==> config.mk <==
export PLATFORM = sky130hd
export DESIGN_NAME = ldfs_sequencer
export DESIGN_NICKNAME = d
export VERILOG_FILES = /design/src/core/ldfs_sequencer.v
export VERILOG_INCLUDE_DIRS = /design/src /design/src/core
export SDC_FILE = /design/constraint.sdc
export NUM_CORES = 1
export LEC_CHECK = 0
export BUFFER_PORTS_ARGS = -buffer_cell sky130_fd_sc_hd__clkbuf_2
export CORE_MARGIN = 2
export CORE_UTILIZATION = 62
export CTS_BUF_LIST = sky130_fd_sc_hd__clkbuf_16
export CTS_CLUSTER_DIAMETER = 50
export DETAILED_ROUTE_END_ITERATION = 16
export HOLD_SLACK_MARGIN = 0.06
export PLACE_DENSITY = 0.87
export SYNTH_ARGS = -nofsm -noshare
export SYNTH_HDL_FRONTEND = slang
export SYNTH_SLANG_ARGS = --single-unit
==> constraint.sdc <==
create_clock -name sys_clk -period 7.8 [get_ports sys_clk]
set_input_delay 0.39 -clock sys_clk [delete_from_list [all_inputs] [get_ports sys_clk]]
set_output_delay 0.39 -clock sys_clk [all_outputs]
set_load 0.02 [all_outputs]
==> src/core/ldfs_defs.vh <==
// Timing and encoding constants for the LED driver fault sequencer
`ifndef LDFS_DEFS_VH
`define LDFS_DEFS_VH
// ------------------------------------------------------------
// Clock and times
// ------------------------------------------------------------
`define LDFS_CLK_HZ 40000000
`define LDFS_OTP_BLANK_US 250
`define LDFS_OTP_BLANK_CYC ((`LDFS_OTP_BLANK_US * (`LDFS_CLK_HZ / 1000000)) + 1)
`define LDFS_RECOVERY_MS 4000
`define LDFS_RECOVERY_CYC (`LDFS_RECOVERY_MS * (`LDFS_CLK_HZ / 1000))
`define LDFS_SHORT_MS 90
`define LDFS_SHORT_CYC (`LDFS_SHORT_MS * (`LDFS_CLK_HZ / 1000))
// ------------------------------------------------------------
// Counts and reference codes
// ------------------------------------------------------------
`define LDFS_OVERCUR_CYCLES 3'h4
`define LDFS_REF_HIGH_MV 8'hFA
`define LDFS_REF_LOW_MV 8'hC8
`define LDFS_FOLDBACK_PCT 7'h32
`define LDFS_CNT_W 28
`endif

==> src/core/ldfs_sequencer.v <==
// LED driver protection and start-up sequencer
`include "ldfs_defs.vh"
module ldfs_sequencer #(
   parameter [27:0] recovery_cyc = `LDFS_RECOVERY_CYC,
   parameter [27:0] short_cyc = `LDFS_SHORT_CYC
) (
   input wire sys_clk,
   input wire sys_rst,
   input wire variant_auto_recovery,
   input wire variant_low_ref,
   input wire supply_above_start,
   input wire supply_below_stop,
   input wire supply_overvoltage,
   input wire sd_below_shutdown,
   input wire sd_overvoltage,
   input wire sd_below_foldback,
   input wire sd_above_second_temp,
   input wire cs_above_limit,
   input wire cs_above_150pct,
   input wire cs_pin_fault,
   input wire valley_above_short,
   input wire cycle_start,
   input wire dim_below_full_scale,
   input wire line_changed,
   input wire setpoint_changed,
   input wire valley_choice_valid,
   input wire [2:0] valley_choice,
   input wire ota_sinking,
   output reg gate_enable,
   output reg gate_off_now,
   output reg comp_ground,
   output reg comp_boost,
   output reg foldback_half,
   output reg [7:0] current_target_reference,
   output reg [2:0] locked_valley,
   output reg fault_latched,
   output reg fault_recovering,
   output reg otp_blanking
);
   // ------------------------------------------------------------
   // States
   // ------------------------------------------------------------
   localparam [4:0] st_off = 5'h01;
   localparam [4:0] st_blank = 5'h02;
   localparam [4:0] st_run = 5'h04;
   localparam [4:0] st_recover = 5'h08;
   localparam [4:0] st_latched = 5'h10;

   // Pin comparator results are asynchronous: two flops each
   localparam integer nsync = 16;
   wire [nsync-1:0] raw_in = {supply_above_start, supply_below_stop, supply_overvoltage,
      sd_below_shutdown, sd_overvoltage, sd_below_foldback, sd_above_second_temp,
      cs_above_limit, cs_above_150pct, cs_pin_fault, valley_above_short, cycle_start,
      dim_below_full_scale, line_changed, setpoint_changed, ota_sinking};
   reg [nsync-1:0] sync_a;
   reg [nsync-1:0] sync_b;
   genvar gi;
   generate
      for (gi = 0; gi < nsync; gi = gi + 1) begin : g_sync
         // Second flop is the only reader of the first
         always @(posedge sys_clk or posedge sys_rst) begin
            if (sys_rst) begin
               sync_a[gi] <= 1'b0;
               sync_b[gi] <= 1'b0;
            end else begin
               sync_a[gi] <= raw_in[gi];
               sync_b[gi] <= sync_a[gi];
            end
         end
      end
   endgenerate
   wire s_start = sync_b[15];
   wire s_stop = sync_b[14];
   wire s_vcc_ov = sync_b[13];
   wire s_sd_low = sync_b[12];
   wire s_sd_ov = sync_b[11];
   wire s_fold = sync_b[10];
   wire s_temp2 = sync_b[9];
   wire s_ilim = sync_b[8];
   wire s_i150 = sync_b[7];
   wire s_cs_bad = sync_b[6];
   wire s_valley_hi = sync_b[5];
   wire s_cycle = sync_b[4];
   wire s_dim_low = sync_b[3];
   wire s_line_chg = sync_b[2];
   wire s_set_chg = sync_b[1];
   wire s_ota_sink = sync_b[0];

   reg [4:0] state;
   reg [4:0] next_state;
   reg [27:0] timer;
   reg [27:0] short_timer;
   reg [2:0] overcur_count;
   reg boost_done;
   reg reset_hold;
   // Last timer value of the blanking interval, cut to the timer width on purpose
   localparam [27:0] blank_last = `LDFS_OTP_BLANK_CYC - 1;

   // ------------------------------------------------------------
   // Fault decode
   // ------------------------------------------------------------
   // Over-temperature sources are ignored while blanking
   wire otp_fault = (state == st_run) && (s_sd_low || s_temp2);
   wire sd_ov_fault = (state == st_run) && s_sd_ov;
   wire overcur_fault = (state == st_run) && s_cycle && s_i150
      && (overcur_count == `LDFS_OVERCUR_CYCLES - 3'h1);
   wire short_fault = (state == st_run) && (short_timer >= short_cyc - 28'h1)
      && !s_valley_hi;
   wire vcc_ov_fault = (state != st_off) && (state != st_latched) && s_vcc_ov;
   // Variant-selected faults: latch or recover
   wire major_fault = otp_fault || sd_ov_fault || overcur_fault || short_fault;
   wire any_fault = major_fault || vcc_ov_fault;

   // ------------------------------------------------------------
   // Next state
   // ------------------------------------------------------------
   always @* begin
      next_state = state;
      case (state)
         st_off: begin
            if (s_start) begin
               next_state = st_blank;
            end
         end
         st_blank, st_run: begin
            if (s_stop) begin
               next_state = st_off;
            end else if (any_fault) begin
               // Open-LED overvoltage recovers unless a stop or a latching major fault in the same cycle wins
               if (major_fault && !variant_auto_recovery) begin
                  next_state = st_latched;
               end else begin
                  next_state = st_recover;
               end
            end else if (state == st_blank && timer >= blank_last) begin
               next_state = st_run;
            end
         end
         st_recover: begin
            if (timer >= recovery_cyc - 28'h1) begin
               next_state = st_off;
            end
         end
         st_latched: begin
            if (s_stop) begin
               next_state = st_off;
            end
         end
         default: next_state = st_off;
      endcase
   end

   // State register and shared delay timer
   always @(posedge sys_clk or posedge sys_rst) begin
      if (sys_rst) begin
         state <= st_off;
         timer <= 28'h0;
      end else begin
         state <= next_state;
         if (next_state != state) begin
            timer <= 28'h0;
         end else if (timer != 28'hFFFFFFF) begin
            timer <= timer + 28'h1;
         end
      end
   end

   // ------------------------------------------------------------
   // Fault counters
   // ------------------------------------------------------------
   // Short timer is kept across undervoltage hiccups; recovery, latch or a valley above the short level clears it
   always @(posedge sys_clk or posedge sys_rst) begin
      if (sys_rst) begin
         short_timer <= 28'h0;
         overcur_count <= 3'h0;
      end else begin
         if (state == st_recover || state == st_latched) begin
            short_timer <= 28'h0;
            overcur_count <= 3'h0;
         end else begin
            if (s_valley_hi) begin
               short_timer <= 28'h0;
            end else if ((state == st_blank || state == st_run) && short_timer < short_cyc) begin
               short_timer <= short_timer + 28'h1;
            end
            // A cycle below 150 percent breaks the consecutive run
            if (state == st_run && s_cycle) begin
               overcur_count <= s_i150 ? overcur_count + 3'h1 : 3'h0;
            end
         end
      end
   end

   // ------------------------------------------------------------
   // Loop-filter node control
   // ------------------------------------------------------------
   // Boost runs once per start sequence; undervoltage restart keeps node level
   always @(posedge sys_clk or posedge sys_rst) begin
      if (sys_rst) begin
         boost_done <= 1'b0;
         comp_ground <= 1'b1;
         comp_boost <= 1'b0;
      end else begin
         if (next_state == st_recover || next_state == st_latched) begin
            boost_done <= 1'b0;
         end else if ((state == st_blank || state == st_run) && s_ota_sink) begin
            boost_done <= 1'b1;
         end
         // Ground on fault paths and in off after power-up or recovery, never for a plain undervoltage stop
         comp_ground <= (next_state == st_recover) || (next_state == st_latched)
            || (reset_hold && next_state == st_off);
         comp_boost <= (next_state == st_blank || next_state == st_run)
            && !boost_done && !s_ota_sink;
      end
   end

   // Off from power-up is grounded; off after undervoltage keeps the level
   always @(posedge sys_clk or posedge sys_rst) begin
      if (sys_rst) begin
         reset_hold <= 1'b1;
      end else if (state == st_blank) begin
         reset_hold <= 1'b0;
      end else if (state == st_recover) begin
         reset_hold <= 1'b1;
      end
   end

   // ------------------------------------------------------------
   // Gate drive, reference and valley lock
   // ------------------------------------------------------------
   always @(posedge sys_clk or posedge sys_rst) begin
      if (sys_rst) begin
         gate_enable <= 1'b0;
         gate_off_now <= 1'b0;
         foldback_half <= 1'b0;
         current_target_reference <= 8'h00;
         locked_valley <= 3'h0;
         fault_latched <= 1'b0;
         fault_recovering <= 1'b0;
         otp_blanking <= 1'b0;
      end else begin
         gate_enable <= (next_state == st_blank || next_state == st_run)
            && !s_sd_low && !s_cs_bad;
         gate_off_now <= s_ilim;
         foldback_half <= s_fold;
         // Dimming and foldback scale the reference outside this block
         current_target_reference <= variant_low_ref ? `LDFS_REF_LOW_MV
            : `LDFS_REF_HIGH_MV;
         if (valley_choice_valid && (locked_valley == 3'h0 || s_line_chg || s_set_chg)) begin
            locked_valley <= valley_choice;
         end
         fault_latched <= (next_state == st_latched);
         fault_recovering <= (next_state == st_recover);
         otp_blanking <= (next_state == st_blank);
      end
   end
   wire unused_dim = s_dim_low;
endmodule

# == Word-level counts from Yosys, hierarchy flattened ==
# Cells that the tools add are included.
# totals
regBits,114
latchBits,0
ramBits,0
romBits,0
inputBits,24
output_inout_bits,19
memories,0
# classes
add_sub_neg,3
mul,0
div,0
magnitude_cmp,4
eq_ne,15
n_shift,0
muxes,21
bitwise,0
reduce_logical,44
# op_table
operator,count
$mux W28,5
$add A28 B1 Y28 const B,2
$mux W5,7
$ge A28 B14 Y1 const B,1
$ge A28 B22 Y1 const B,1
$ge A28 B28 Y1 const B,1
$lt A28 B22 Y1 const B,1
$ne A28 B28 Y1 const B,1
$pmux W5 S4,1
$logic_and A1 B1 Y1,19
$logic_or A1 B1 Y1,12
$eq A5 B1 Y1 const B,2
$eq A5 B2 Y1 const B,2
$eq A5 B3 Y1 const B,2
$eq A5 B4 Y1 const B,2
$eq A5 B5 Y1 const B,2
$mux W3,3
$reduce_bool A2 Y1,4
$logic_not A1 Y1,6
$mux W6,1
$ne A5 B1 Y1 const B,1
$ne A5 B5 Y1,1
$ne A5 B5 Y1 const B,1
$mux W1,4
5 further kinds,5

# == Depth between registers and ports, before layout ==
# Gate-level depths: netlist of the first run.
# logic_depth
depth_word,15
ltp_mapped,11
ltp_nobuf,9

# == Worst setup path after synthesis of the first run ==
# OpenSTA, ideal clock, no wires.
# synth_timing
path_kind,register -> register
start,register overcur_count[0]
end,register timer[12]
setup_time_ps,69
arrival_ps,2700
required_time_ps,7731
path_slack_ps,5031
path_stages_with_launch,12
cell_sequence,dfrtp_1 > ha_1 > ha_1 > and3_1 > nor4_1 > o211ai_2 > o32a_1 > a221o_1 > or3_1 > buf_6 > buf_12 > nor2_4
# synth_between
elab_chain_cells,11
word_cells_on_any_way,13
classes_between,eq/ne: 2; mux: 5; reduce/logical: 6
# synth_rtl
item,line,source
"start, declared",ldfs_sequencer.v:93,reg [2:0] overcur_count;
"start signal, assigned",ldfs_sequencer.v:188,overcur_count <= s_i150 ? overcur_count + 3'h1 : 3'h0;
$eq A3 B2 Y1 (*),ldfs_sequencer.v:106,&& (overcur_count == `LDFS_OVERCUR_CYCLES - 3'h1);
$logic_and A1 B1 Y1 (*),ldfs_sequencer.v:105,wire overcur_fault = (state == st_run) && s_cycle && s_i150
$logic_or A1 B1 Y1 (*) (2 in a row),ldfs_sequencer.v:111,wire major_fault = otp_fault || sd_ov_fault || overcur_fault || short_fault;
$logic_and A1 B1 Y1,ldfs_sequencer.v:130,if (major_fault && !variant_auto_recovery) begin
$mux W5,ldfs_sequencer.v:130,
$mux W5 (*),ldfs_sequencer.v:128,end else if (any_fault) begin
$mux W5 (*),ldfs_sequencer.v:126,if (s_stop) begin
$pmux W5 S4 (*),ldfs_sequencer.v:119,case (state)
$ne A5 B5 Y1 (*),ldfs_sequencer.v:160,if (next_state != state) begin
$mux W28 / $reduce_bool A2 Y1 (equally long branches),-,
"end signal, assigned",ldfs_sequencer.v:163,timer <= timer + 28'h1;
"end, declared",ldfs_sequencer.v:91,reg [27:0] timer;
# Every way passes the cells marked *; elsewhere a longest branch is shown, timed or not.
# A chain may end at the register's enable or synchronous reset.

# == Worst setup path in the final report of the first run ==
# layout_timing
start,register overcur_count[0]
end,register timer[16]
# The elaborated chain is that of the path after synthesis.

==> results of run 1 <==
-- cell families after synthesis --
kind of cell / after synthesis / share of synthesized area (%)
other cells: 2 / 0.144
mux: 3 / 0.647
flops: 109 / 52.3
xor+xnor: 42 / 7.04
compound gates: 66 / 8.74
buf+inv: 35 / 4.12
fa+ha+maj: 5 / 1.20
simple gates: 229 / 25.8
-- flip-flops by register name, indices dropped and copies added, names as in the netlist, 2 cells and up --
| signal | flops |
|---|---|
| state | 5 |
| overcur_count | 3 |
| locked_valley | 3 |
| sync_a | 15 |
| timer | 28 |
| short_timer | 28 |
| current_target_reference | 2 |
-- path summary, 6_finish.rpt --
| kind | start | slack, ns | endpoint |
|---|---|---|---|
| setup / recovery | overcur_count[0] | 4.08 | timer[16] |
| hold / removal | sys_rst | 0.10 | fault_latched |
| setup reg to reg | overcur_count[0] | 4.08 | timer[16] |
| hold reg to reg | sync_a[13] | 0.35 | s_vcc_ov |
| max in group asynchronous | sys_rst | 6.59 | current_target_reference[5] |
| min in group sys_clk | sd_below_shutdown | 0.13 | sync_a[12] |
-- cell usage after synthesis (2+ instances only) --
cell type / instances / area share (%)
buf_4: 7 / 1.0
nor3_1: 21 / 2.0
or3_1: 8 / 0.96
nand4b_1: 2 / 0.34
and4_1: 5 / 0.84
o21ai_0: 14 / 1.3
clkbuf_1: 7 / 0.50
nand2_1: 31 / 2.2
nor4_1: 10 / 1.2
inv_1: 14 / 1.0
or4_1: 4 / 0.57
mux2_2: 3 / 0.65
or2_2: 3 / 0.36
a31oi_1: 2 / 0.24
buf_12: 2 / 0.77
nand2b_1: 5 / 0.60
xnor2_1: 20 / 3.4
a21oi_1: 18 / 1.7
nor2_4: 21 / 4.5
nand4_1: 15 / 1.8
nand3_1: 28 / 2.7
xor2_1: 22 / 3.7
or3b_2: 2 / 0.34
dfstp_2: 3 / 1.5
buf_6: 3 / 0.65
a21boi_0: 2 / 0.29
and2_1: 7 / 0.84
a211oi_1: 3 / 0.43
o31ai_1: 4 / 0.57
dfrtp_1: 106 / 51
and3_1: 10 / 1.2
ha_1: 5 / 1.2
a211o_1: 3 / 0.50
nor2_1: 46 / 3.3
buf_2: 2 / 0.19
conb_1: 2 / 0.14
nor4b_1: 2 / 0.34
o21a_1: 4 / 0.57
-- final cells by class --
| cell class | count | area (um^2) |
|---|---|---|
| well taps | 105 | 131 |
| inverters | 14 | 55.1 |
| repair buffers | 40 | 203 |
| clock buffers | 9 | 225 |
| flip-flops and latches | 109 | 2730 |
| fillers | 579 | 2450 |
| multi-input cells | 348 | 2280 |
| clock inverters | 7 | 91.3 |
-- power by group --
group          switching (mW)  internal, mW
clock network           0.235         0.235
logic                   0.176        0.0713
registers              0.0357         0.603
total                   0.447         0.909
-- layer usage --
metal	GRT usage (%)	wire length (um)	vias up
met1	32.8	4230	1803
met5	0	0	-
met2	37.9	4930	162
met4	7.74	177	0
met3	5.25	630	26
li1	-	-	1782
-- per-stage QoR --
| stage | instances | utilization, % | hold slack, ns |
|---|---|---|---|
| CTS | 632 | 70.0 | 0.129 |
| detailed placement | 616 | 66.1 | 0.335 |
| finish | 632 | 70.0 | 0.103 |
| global route | 632 | 70.0 | 0.118 |
| floorplan | 492 | - | 0.331 |
| global placement | 616 | 66.1 | 0.334 |
-- critical path: cells and delay by family, from the launching register on --
family | cells | cell delay (ns)
flops | 1 | 0.40
fa+ha+maj | 2 | 0.38
compound gates | 4 | 1.21
simple gates | 3 | 1.60
==> qor.txt, run 1 <==
===============================================================================
Detail-routed net length per standard cell                              15.8 um
Post-placement setup slack                                              4.21 ns
GRT overflow                                                                  0
Number of buffers inserted to repair setup after CTS                          0
Crit share post-route                                                     47.7%
DIE WIDTH                                                               95.8 um
Final weighted congestion of routability-driven global placement          0.926
Final worst clock skew                                               0.00893 ns
Status                                                             complete, no violations
Critical Path Source Type                                              register
Sinks on the clock net                                                      109
Final Routed Wirelength                                                 9.96 mm
Area growth from synthesis to layout                                      9.48%
Reported max-cap violation count                                              0
Starting density of the core                                              63.9%
Final setup violation count                                                   0
N_diodes                                                                      0
Delay contributed by the slowest stage of the critical path             0.96 ns
Most common cell on crit path                                              ha_1
Power density over the cells                                        237 nW/um^2
Leading cell type in the layout, fill and taps excluded                 dfrtp_1
Crit path capture type                                                 register
Synth async-reset ratio                                                    100%
Crit path required time                                                 8.05 ns
Crit-path max FO                                                             28
Max Freq                                                              0.269 GHz
Setup_tns                                                                  0 ns
Dominant register cell in the synthesized netlist                       dfrtp_1
CP Class                                                             reg -> reg
Depth of the most critical reg-to-reg path                                    9
Register area share after synthesis                                       52.3%
Worst setup slack after layout                                          4.08 ns
Most used cells in the layout excluding fill and tap cells         dfrtp_1, nor2_1, clkbuf_2, nand2_1, nand3_1
Number of vias in the routed layout                                        3773
Worst-path cell with the longest stage delay                              or3_2
CTS Root Cell                                                         clkbuf_16
Worst slew margin relative to its limit                                   21.9%
Static leakage power                                                    2.41 nW
Hold-fix buffers, CTS                                                         0
Post-synth EDFFs                                                              0
Starting DRT DRC Count                                                      393
Final number of hold-violating endpoints                                      0
Number of gates given a new drive strength after cts                          0
Setup repair after global routing missed its margin                       false
Vias in the first global route                                             3706
Instance area at placement                                            5400 um^2
Final std cell area, no fill                                          5720 um^2
Area of the mapped netlist                                            5230 um^2
Die footprint                                                         9180 um^2
Number of synthesized register bits                                         109
First-pass iteration count of the detailed router                             8
Slew at the pin closest to its max-slew limit                           1.17 ns
Initial antenna violation count                                               0
Number of CTS-inserted buffers                                                9
Antenna Nets Post-Route                                                       0
Synthesized area per cell                                             10.6 um^2
Core footprint                                                        8180 um^2
YS warnings                                                                   0
Count of unresolved DRC violations after routing                              0
Arrival time of the worst setup path                                    3.97 ns
Library cells used by synthesis                                              63
Worst IR Drop VDD                                                        171 uV
Die Y-Extent                                                            95.8 um
Gate Count Post-Synth                                                       491
CTS Buffer Depth                                                              2
TritonCTS clock tree                                                      built
First-pass GRT wire length                                              17.0 mm
Path type of the worst min-delay path                               in -> async
Insertion delay of the later-clocked pin in the worst-skew pair         0.35 ns
I/O pin total                                                                43
DP HPWL                                                                 6.82 mm
Layout cell share with drive strength beyond 1                            19.0%
Overall global routing resource usage                                     23.8%
Clock period minus final worst setup slack                              3.72 ns
Number of nets in the final layout                                          551
Total power after layout                                                1.36 mW
Pin count of the biggest net entering global routing                         57
Final max-slew violation count                                                0
Via density per instance                                                   5.97
Clock transition at the registers of the reported paths                 0.08 ns
Crit-path cells                                                    ha_1 -> ha_1 -> and3_1 -> nor4_1 -> o211ai_2 -> o32a_1 -> a221o_1 -> or3_2 -> a311oi_2
Number of placement rows                                                     33
H-tree Lvls                                                                   3
Port-buffer cells                                                            39
===============================================================================
(Power assumes the default switching activity.)
==> run 2: changes to the inputs <==
CORE_UTILIZATION = 54   (was 62)
PLACE_DENSITY = 0.81   (was 0.87)
clock period = 3.1 ns   (was 7.8 ns; I/O delays follow)
==> run 2 against run 1 <==
  * Clock skew shrank 0.0017 ns
  * Largest power group unchanged
  * Sequential power grew to 2.5 times the previous value
  * Hold slack gained 0.12 ns
  * Clock-buffer cell count is the same
  * Fmax grew 28%
  * Total power grew to 2.5 times the previous value
  * Utilization shrank 5.2 points
==> qor.txt, run 2 (same netlist as run 1, synthesis figures left out) <==
===============================================================================
Die footprint                                                        10500 um^2
Crit path capture type                                                 register
Crit-path cells                                                    or4_4 -> a21oi_2 -> o2111ai_2 -> o32a_1 -> a221o_1 -> or3_4 -> buf_4 -> nor2_4
Power density over the cells                                        563 nW/um^2
Number of CTS-inserted buffers                                                9
Reg2Reg Launch Point                                                   timer[6]
DP HPWL                                                                 6.97 mm
Largest registers ranked by flip-flop count                        short_timer x28, timer x28, sync_a x15
Crit path required time                                                 3.38 ns
CP top delay family                                                simple AND/OR/NAND/NOR gates
Critical Path Source Type                                              register
Overall global routing resource usage                                     20.9%
Leading cell type in the layout, fill and taps excluded                 dfrtp_1
First-pass GRT wire length                                              17.3 mm
Layout cell share with drive strength beyond 1                            20.5%
Sinks on the clock net                                                      109
DIE WIDTH                                                                102 um
Starting DRT DRC Count                                                      305
Status                                                             complete, no violations
First-pass iteration count of the detailed router                             5
Starting density of the core                                              56.0%
TritonCTS clock tree                                                      built
Max Freq                                                              0.345 GHz
Final setup violation count                                                   0
H-tree Lvls                                                                   3
Setup_tns                                                                  0 ns
I/O pin total                                                                43
Via density per instance                                                   5.67
Critical Path Sink                                                     timer[7]
Final worst clock skew                                               0.00726 ns
Vias in the first global route                                             3840
CTS Buffer Depth                                                              2
Clock transition at the registers of the reported paths                 0.07 ns
Critical path launch point                                             timer[6]
GRT overflow                                                                  0
Die Y-Extent                                                             102 um
Pin count of the biggest net entering global routing                        110
Slew at the pin closest to its max-slew limit                          0.754 ns
Reg-to-reg slack, setup                                                 0.20 ns
Terminus of the critical flop-to-flop path                             timer[7]
Number of vias in the routed layout                                        3910
Number of buffers inserted to repair setup after CTS                          0
Worst IR Drop VDD                                                        323 uV
Clock period minus final worst setup slack                              2.90 ns
Most used cells in the layout excluding fill and tap cells         dfrtp_1, nor2_1, clkbuf_2, nand2_1, nand3_1
Final max-slew violation count                                                0
Worst slew margin relative to its limit                                   49.8%
Antenna Nets Post-Route                                                       0
Static leakage power                                                    2.55 nW
Setup repair after global routing missed its margin                       false
Initial antenna violation count                                               0
Worst-path cell with the longest stage delay                              or4_4
Path type of the worst min-delay path                                 in -> reg
Number of placement rows                                                     35
Number of buffers and inverters on the critical path                          1
Reported max-cap violation count                                              0
CP Class                                                             reg -> reg
Crit-path max FO                                                              9
N_diodes                                                                      0
Final weighted congestion of routability-driven global placement          0.896
Depth of the most critical reg-to-reg path                                    8
Final number of hold-violating endpoints                                      0
CTS Root Cell                                                         clkbuf_16
Detail-routed net length per standard cell                              14.6 um
Count of unresolved DRC violations after routing                              0
Final Routed Wirelength                                                 10.1 mm
Core footprint                                                        9330 um^2
Port-buffer cells                                                            39
Insertion delay of the later-clocked pin in the worst-skew pair         0.34 ns
Util after Layout                                                         64.8%
Number of nets in the final layout                                          585
Instance count on the critical path                                           8
Arrival time of the worst setup path                                    3.19 ns
Delay contributed by the slowest stage of the critical path             0.55 ns
Number of instances on the worst hold path                                    3
Crit share post-route                                                     93.6%
Area growth from synthesis to layout                                      15.7%
HP Start                                                           valley_choice_valid
===============================================================================
## run 2: area by class of cell
cell class	count	area, um^2
Timing Repair Buffer	74	520
Clock inverter	7	56.3
Tap cell	129	161
Inverter	14	55.1
Multi-Input combinational cell	348	2290
Fill cell	717	3280
Clock buffer	9	225
Sequential cell	109	2730
## run 2: how the worst min path moves through the flow
| stage | end | slack (ns) |
|---|---|---|
| floorplan | sync_a[0] | 0.19 |
| global placement | sync_a[0] | 0.26 |
| detailed placement | sync_a[13] | 0.26 |
| CTS | locked_valley[1] | 0.21 |
| global route | locked_valley[1] | 0.25 |
| finish | locked_valley[2] | 0.22 |
## run 2: tightest hold or removal path, delay by kind of cell
kind | cells | cell delay (ns)
AOI/OAI and AO/OA | 1 | 0.12
muxes | 1 | 0.17
buffers and inverters | 1 | 0.08
## run 2: repair_timing
item,CTS,global route
hold buffers,20,0
resized for setup,0,2
setup endpoints to repair,0,27
hold endpoints to repair,125,0
## run 2: report_power, final
part	internal, mW	leakage (nW)	switching (mW)
combinational	0.254	0.990	0.464
sequential	1.52	1.42	0.0783
clock	0.558	0.138	0.532
## run 2: layer usage
layer	up-vias	share of wire [%]	track usage, %
li1	1851	-	-
met1	1902	44	27.2
met2	129	49	34.0
met3	28	4.7	4.38
met4	0	2.6	9.54
met5	-	0	0
## run 2: stage by stage
stage	cells	hold slack (ns)	total power [mW]	area, um^2	setup WS, ns
2_1_floorplan	492	0.186	2.23	5230	0.0760
3_3_place_gp	654	0.264	2.29	5550	0.103
3_5_place_dp	654	0.265	2.31	5550	0.0506
4_1_cts	690	0.205	3.42	6030	0.0310
5_1_grt	690	0.246	3.57	6040	0.0894
6_report	690	0.220	3.40	6040	0.198
==> run 3: changes to the inputs <==
GPL_TIMING_DRIVEN = 0   (was unset)
==> run 3 against run 2 <==
  * Clock power barely moved
  * Critical path depth grew 3
  * Sequential share of layout area is 0.39 points lower
  * Global-route usage increased by 0.83 points
  * Critical path type unchanged
  * Largest power group unchanged
==> qor.txt, run 3 (same netlist as run 1, synthesis figures left out) <==
===============================================================================
CTS Root Cell                                                         clkbuf_16
Detail-routed net length per standard cell                              14.6 um
Die footprint                                                        10500 um^2
Arrival time of the worst setup path                                    3.22 ns
Via density per instance                                                   5.52
Status                                                             complete, no violations
Final worst clock skew                                               0.00608 ns
Crit share post-route                                                     94.5%
Layout cell share with drive strength beyond 1                            19.9%
Leading cell type in the layout, fill and taps excluded                 dfrtp_1
Starting density of the core                                              56.0%
Setup repair after global routing missed its margin                       false
Static leakage power                                                    2.57 nW
Most used cells in the layout excluding fill and tap cells         dfrtp_1, nor2_1, clkbuf_2, nand2_1, nand3_1
Largest registers ranked by flip-flop count                        short_timer x28, timer x28, sync_a x15
Port-buffer cells                                                            39
Final number of hold-violating endpoints                                      0
Util after Layout                                                         65.4%
Worst-path cell with the longest stage delay                            dfrtp_1
Number of vias in the routed layout                                        3844
Crit-path cells                                                    ha_1 -> ha_1 -> and3_1 -> nor4_2 -> o211ai_2 -> o32a_1 -> a221o_1 -> or3_1 -> buf_6 -> buf_12 -> nor2_4
Crit path required time                                                 3.39 ns
Slew at the pin closest to its max-slew limit                           1.06 ns
Max Freq                                                              0.341 GHz
Fillcell total                                                              720
Worst slew margin relative to its limit                                   28.5%
I/O pin total                                                                43
First-pass iteration count of the detailed router                             4
Count of unresolved DRC violations after routing                              0
Crit path capture type                                                 register
Top layer reached by signal wires                                          met4
GRT overflow                                                                  0
CP top delay family                                                simple AND/OR/NAND/NOR gates
H-tree Lvls                                                                   3
Initial antenna violation count                                               0
N_diodes                                                                      0
Final std cell area, no fill                                          6100 um^2
Area growth from synthesis to layout                                      16.7%
Antenna Nets Post-Route                                                       0
Cell count after placement                                                  661
CP Class                                                             reg -> reg
Insertion delay of the later-clocked pin in the worst-skew pair         0.35 ns
TritonCTS clock tree                                                      built
Critical Path Source Type                                              register
Number of placement rows                                                     35
Final Routed Wirelength                                                 10.2 mm
Number of CTS-inserted buffers                                                9
Met2 Routed Length                                                      5.02 mm
Pin count of the biggest net entering global routing                         67
Most common cell on crit path                                              ha_1
Crit-path max FO                                                             10
Worst IR Drop VDD                                                        588 uV
Combined area of the multi-input logic cells                          2290 um^2
Die Y-Extent                                                             102 um
Clock transition at the registers of the reported paths                 0.07 ns
Sinks on the clock net                                                      109
Register area                                                         2730 um^2
Final std cells w/o fill                                                    697
CTS Buffer Depth                                                              2
Clock period minus final worst setup slack                              2.93 ns
Overall global routing resource usage                                     21.8%
DIE WIDTH                                                                102 um
Starting DRT DRC Count                                                      218
Power density over the cells                                        570 nW/um^2
Number of nets in the final layout                                          592
Instance area at placement                                            5610 um^2
Final setup violation count                                                   0
DP HPWL                                                                 7.03 mm
Vias in the first global route                                             3756
Path type of the worst min-delay path                                 in -> reg
Number of buffers and inverters on the critical path                          2
Wire length the detailed router placed on met1                          4.49 mm
Delay contributed by the slowest stage of the critical path             0.40 ns
Core footprint                                                        9330 um^2
Met3 wire length                                                         496 um
Final weighted congestion of routability-driven global placement          0.857
First-pass GRT wire length                                              17.6 mm
Reported max-cap violation count                                              0
Final max-slew violation count                                                0
===============================================================================
run 3: final cells by class:
type | instances | share of cell area (%)
plain buffers | 21 | 2.67
multi-input cells | 348 | 37.5
inverters | 14 | 0.903
flip-flops and latches | 109 | 44.8
clock inverters | 7 | 0.924
well taps | 129 | 2.65
clock buffers | 9 | 3.69
repair buffers | 60 | 6.81
run 3: per-layer routing:
metal	vias up	track usage, %
li1	1864	-
met1	1861	28.6
met2	104	35.3
met3	15	5.20
met4	0	8.21
met5	-	0
run 3: final timing paths:
check | start | end | slack, ns | depth (start not counted)
setup reg to reg | overcur_count[0] | timer[14] | 0.17 | 11
setup / recovery | overcur_count[0] | timer[14] | 0.17 | 11
max in group asynchronous | sys_rst | comp_ground | 1.81 | 4
hold reg to reg | s_fold | foldback_half | 0.35 | 0
hold / removal | valley_choice_valid | locked_valley[1] | 0.20 | 3
min in group asynchronous | sys_rst | sync_a[10] | 0.53 | 3
run 3: per-stage QoR:
stage                     total power [mW]  hold WS (ns)  setup TNS (ns)  setup WS [ns]
final                                 3.48         0.198               0          0.169
after global routing                  3.65         0.199               0        0.00894
after CTS                             3.51         0.182               0         0.0688
after detailed placement              2.39         0.265               0         0.0904
after global placement                2.37         0.264         -101.45         -0.965
after floorplan                       2.23         0.186               0         0.0760
run 3: what timing repair did:
item | 4_1_cts | 5_1_grt
buffers inserted | 0 | 0
endpoints found under the hold margin | 84 | 0
gates resized for setup | 0 | 1
hold buffers | 20 | 0
endpoints found under the setup margin | 0 | 21
run 3: tightest hold or removal path: stages:
cell and delay, ns:
clkbuf_2 0.08, o31ai_1 0.11, mux2_2 0.17
run 3: report_power, final:
part / total (mW) / switching (mW) / internal (mW)
logic: 0.818 / 0.503 / 0.315
clock network: 1.08 / 0.527 / 0.556
registers: 1.57 / 0.0562 / 1.52
total: 3.48 / 1.09 / 2.39
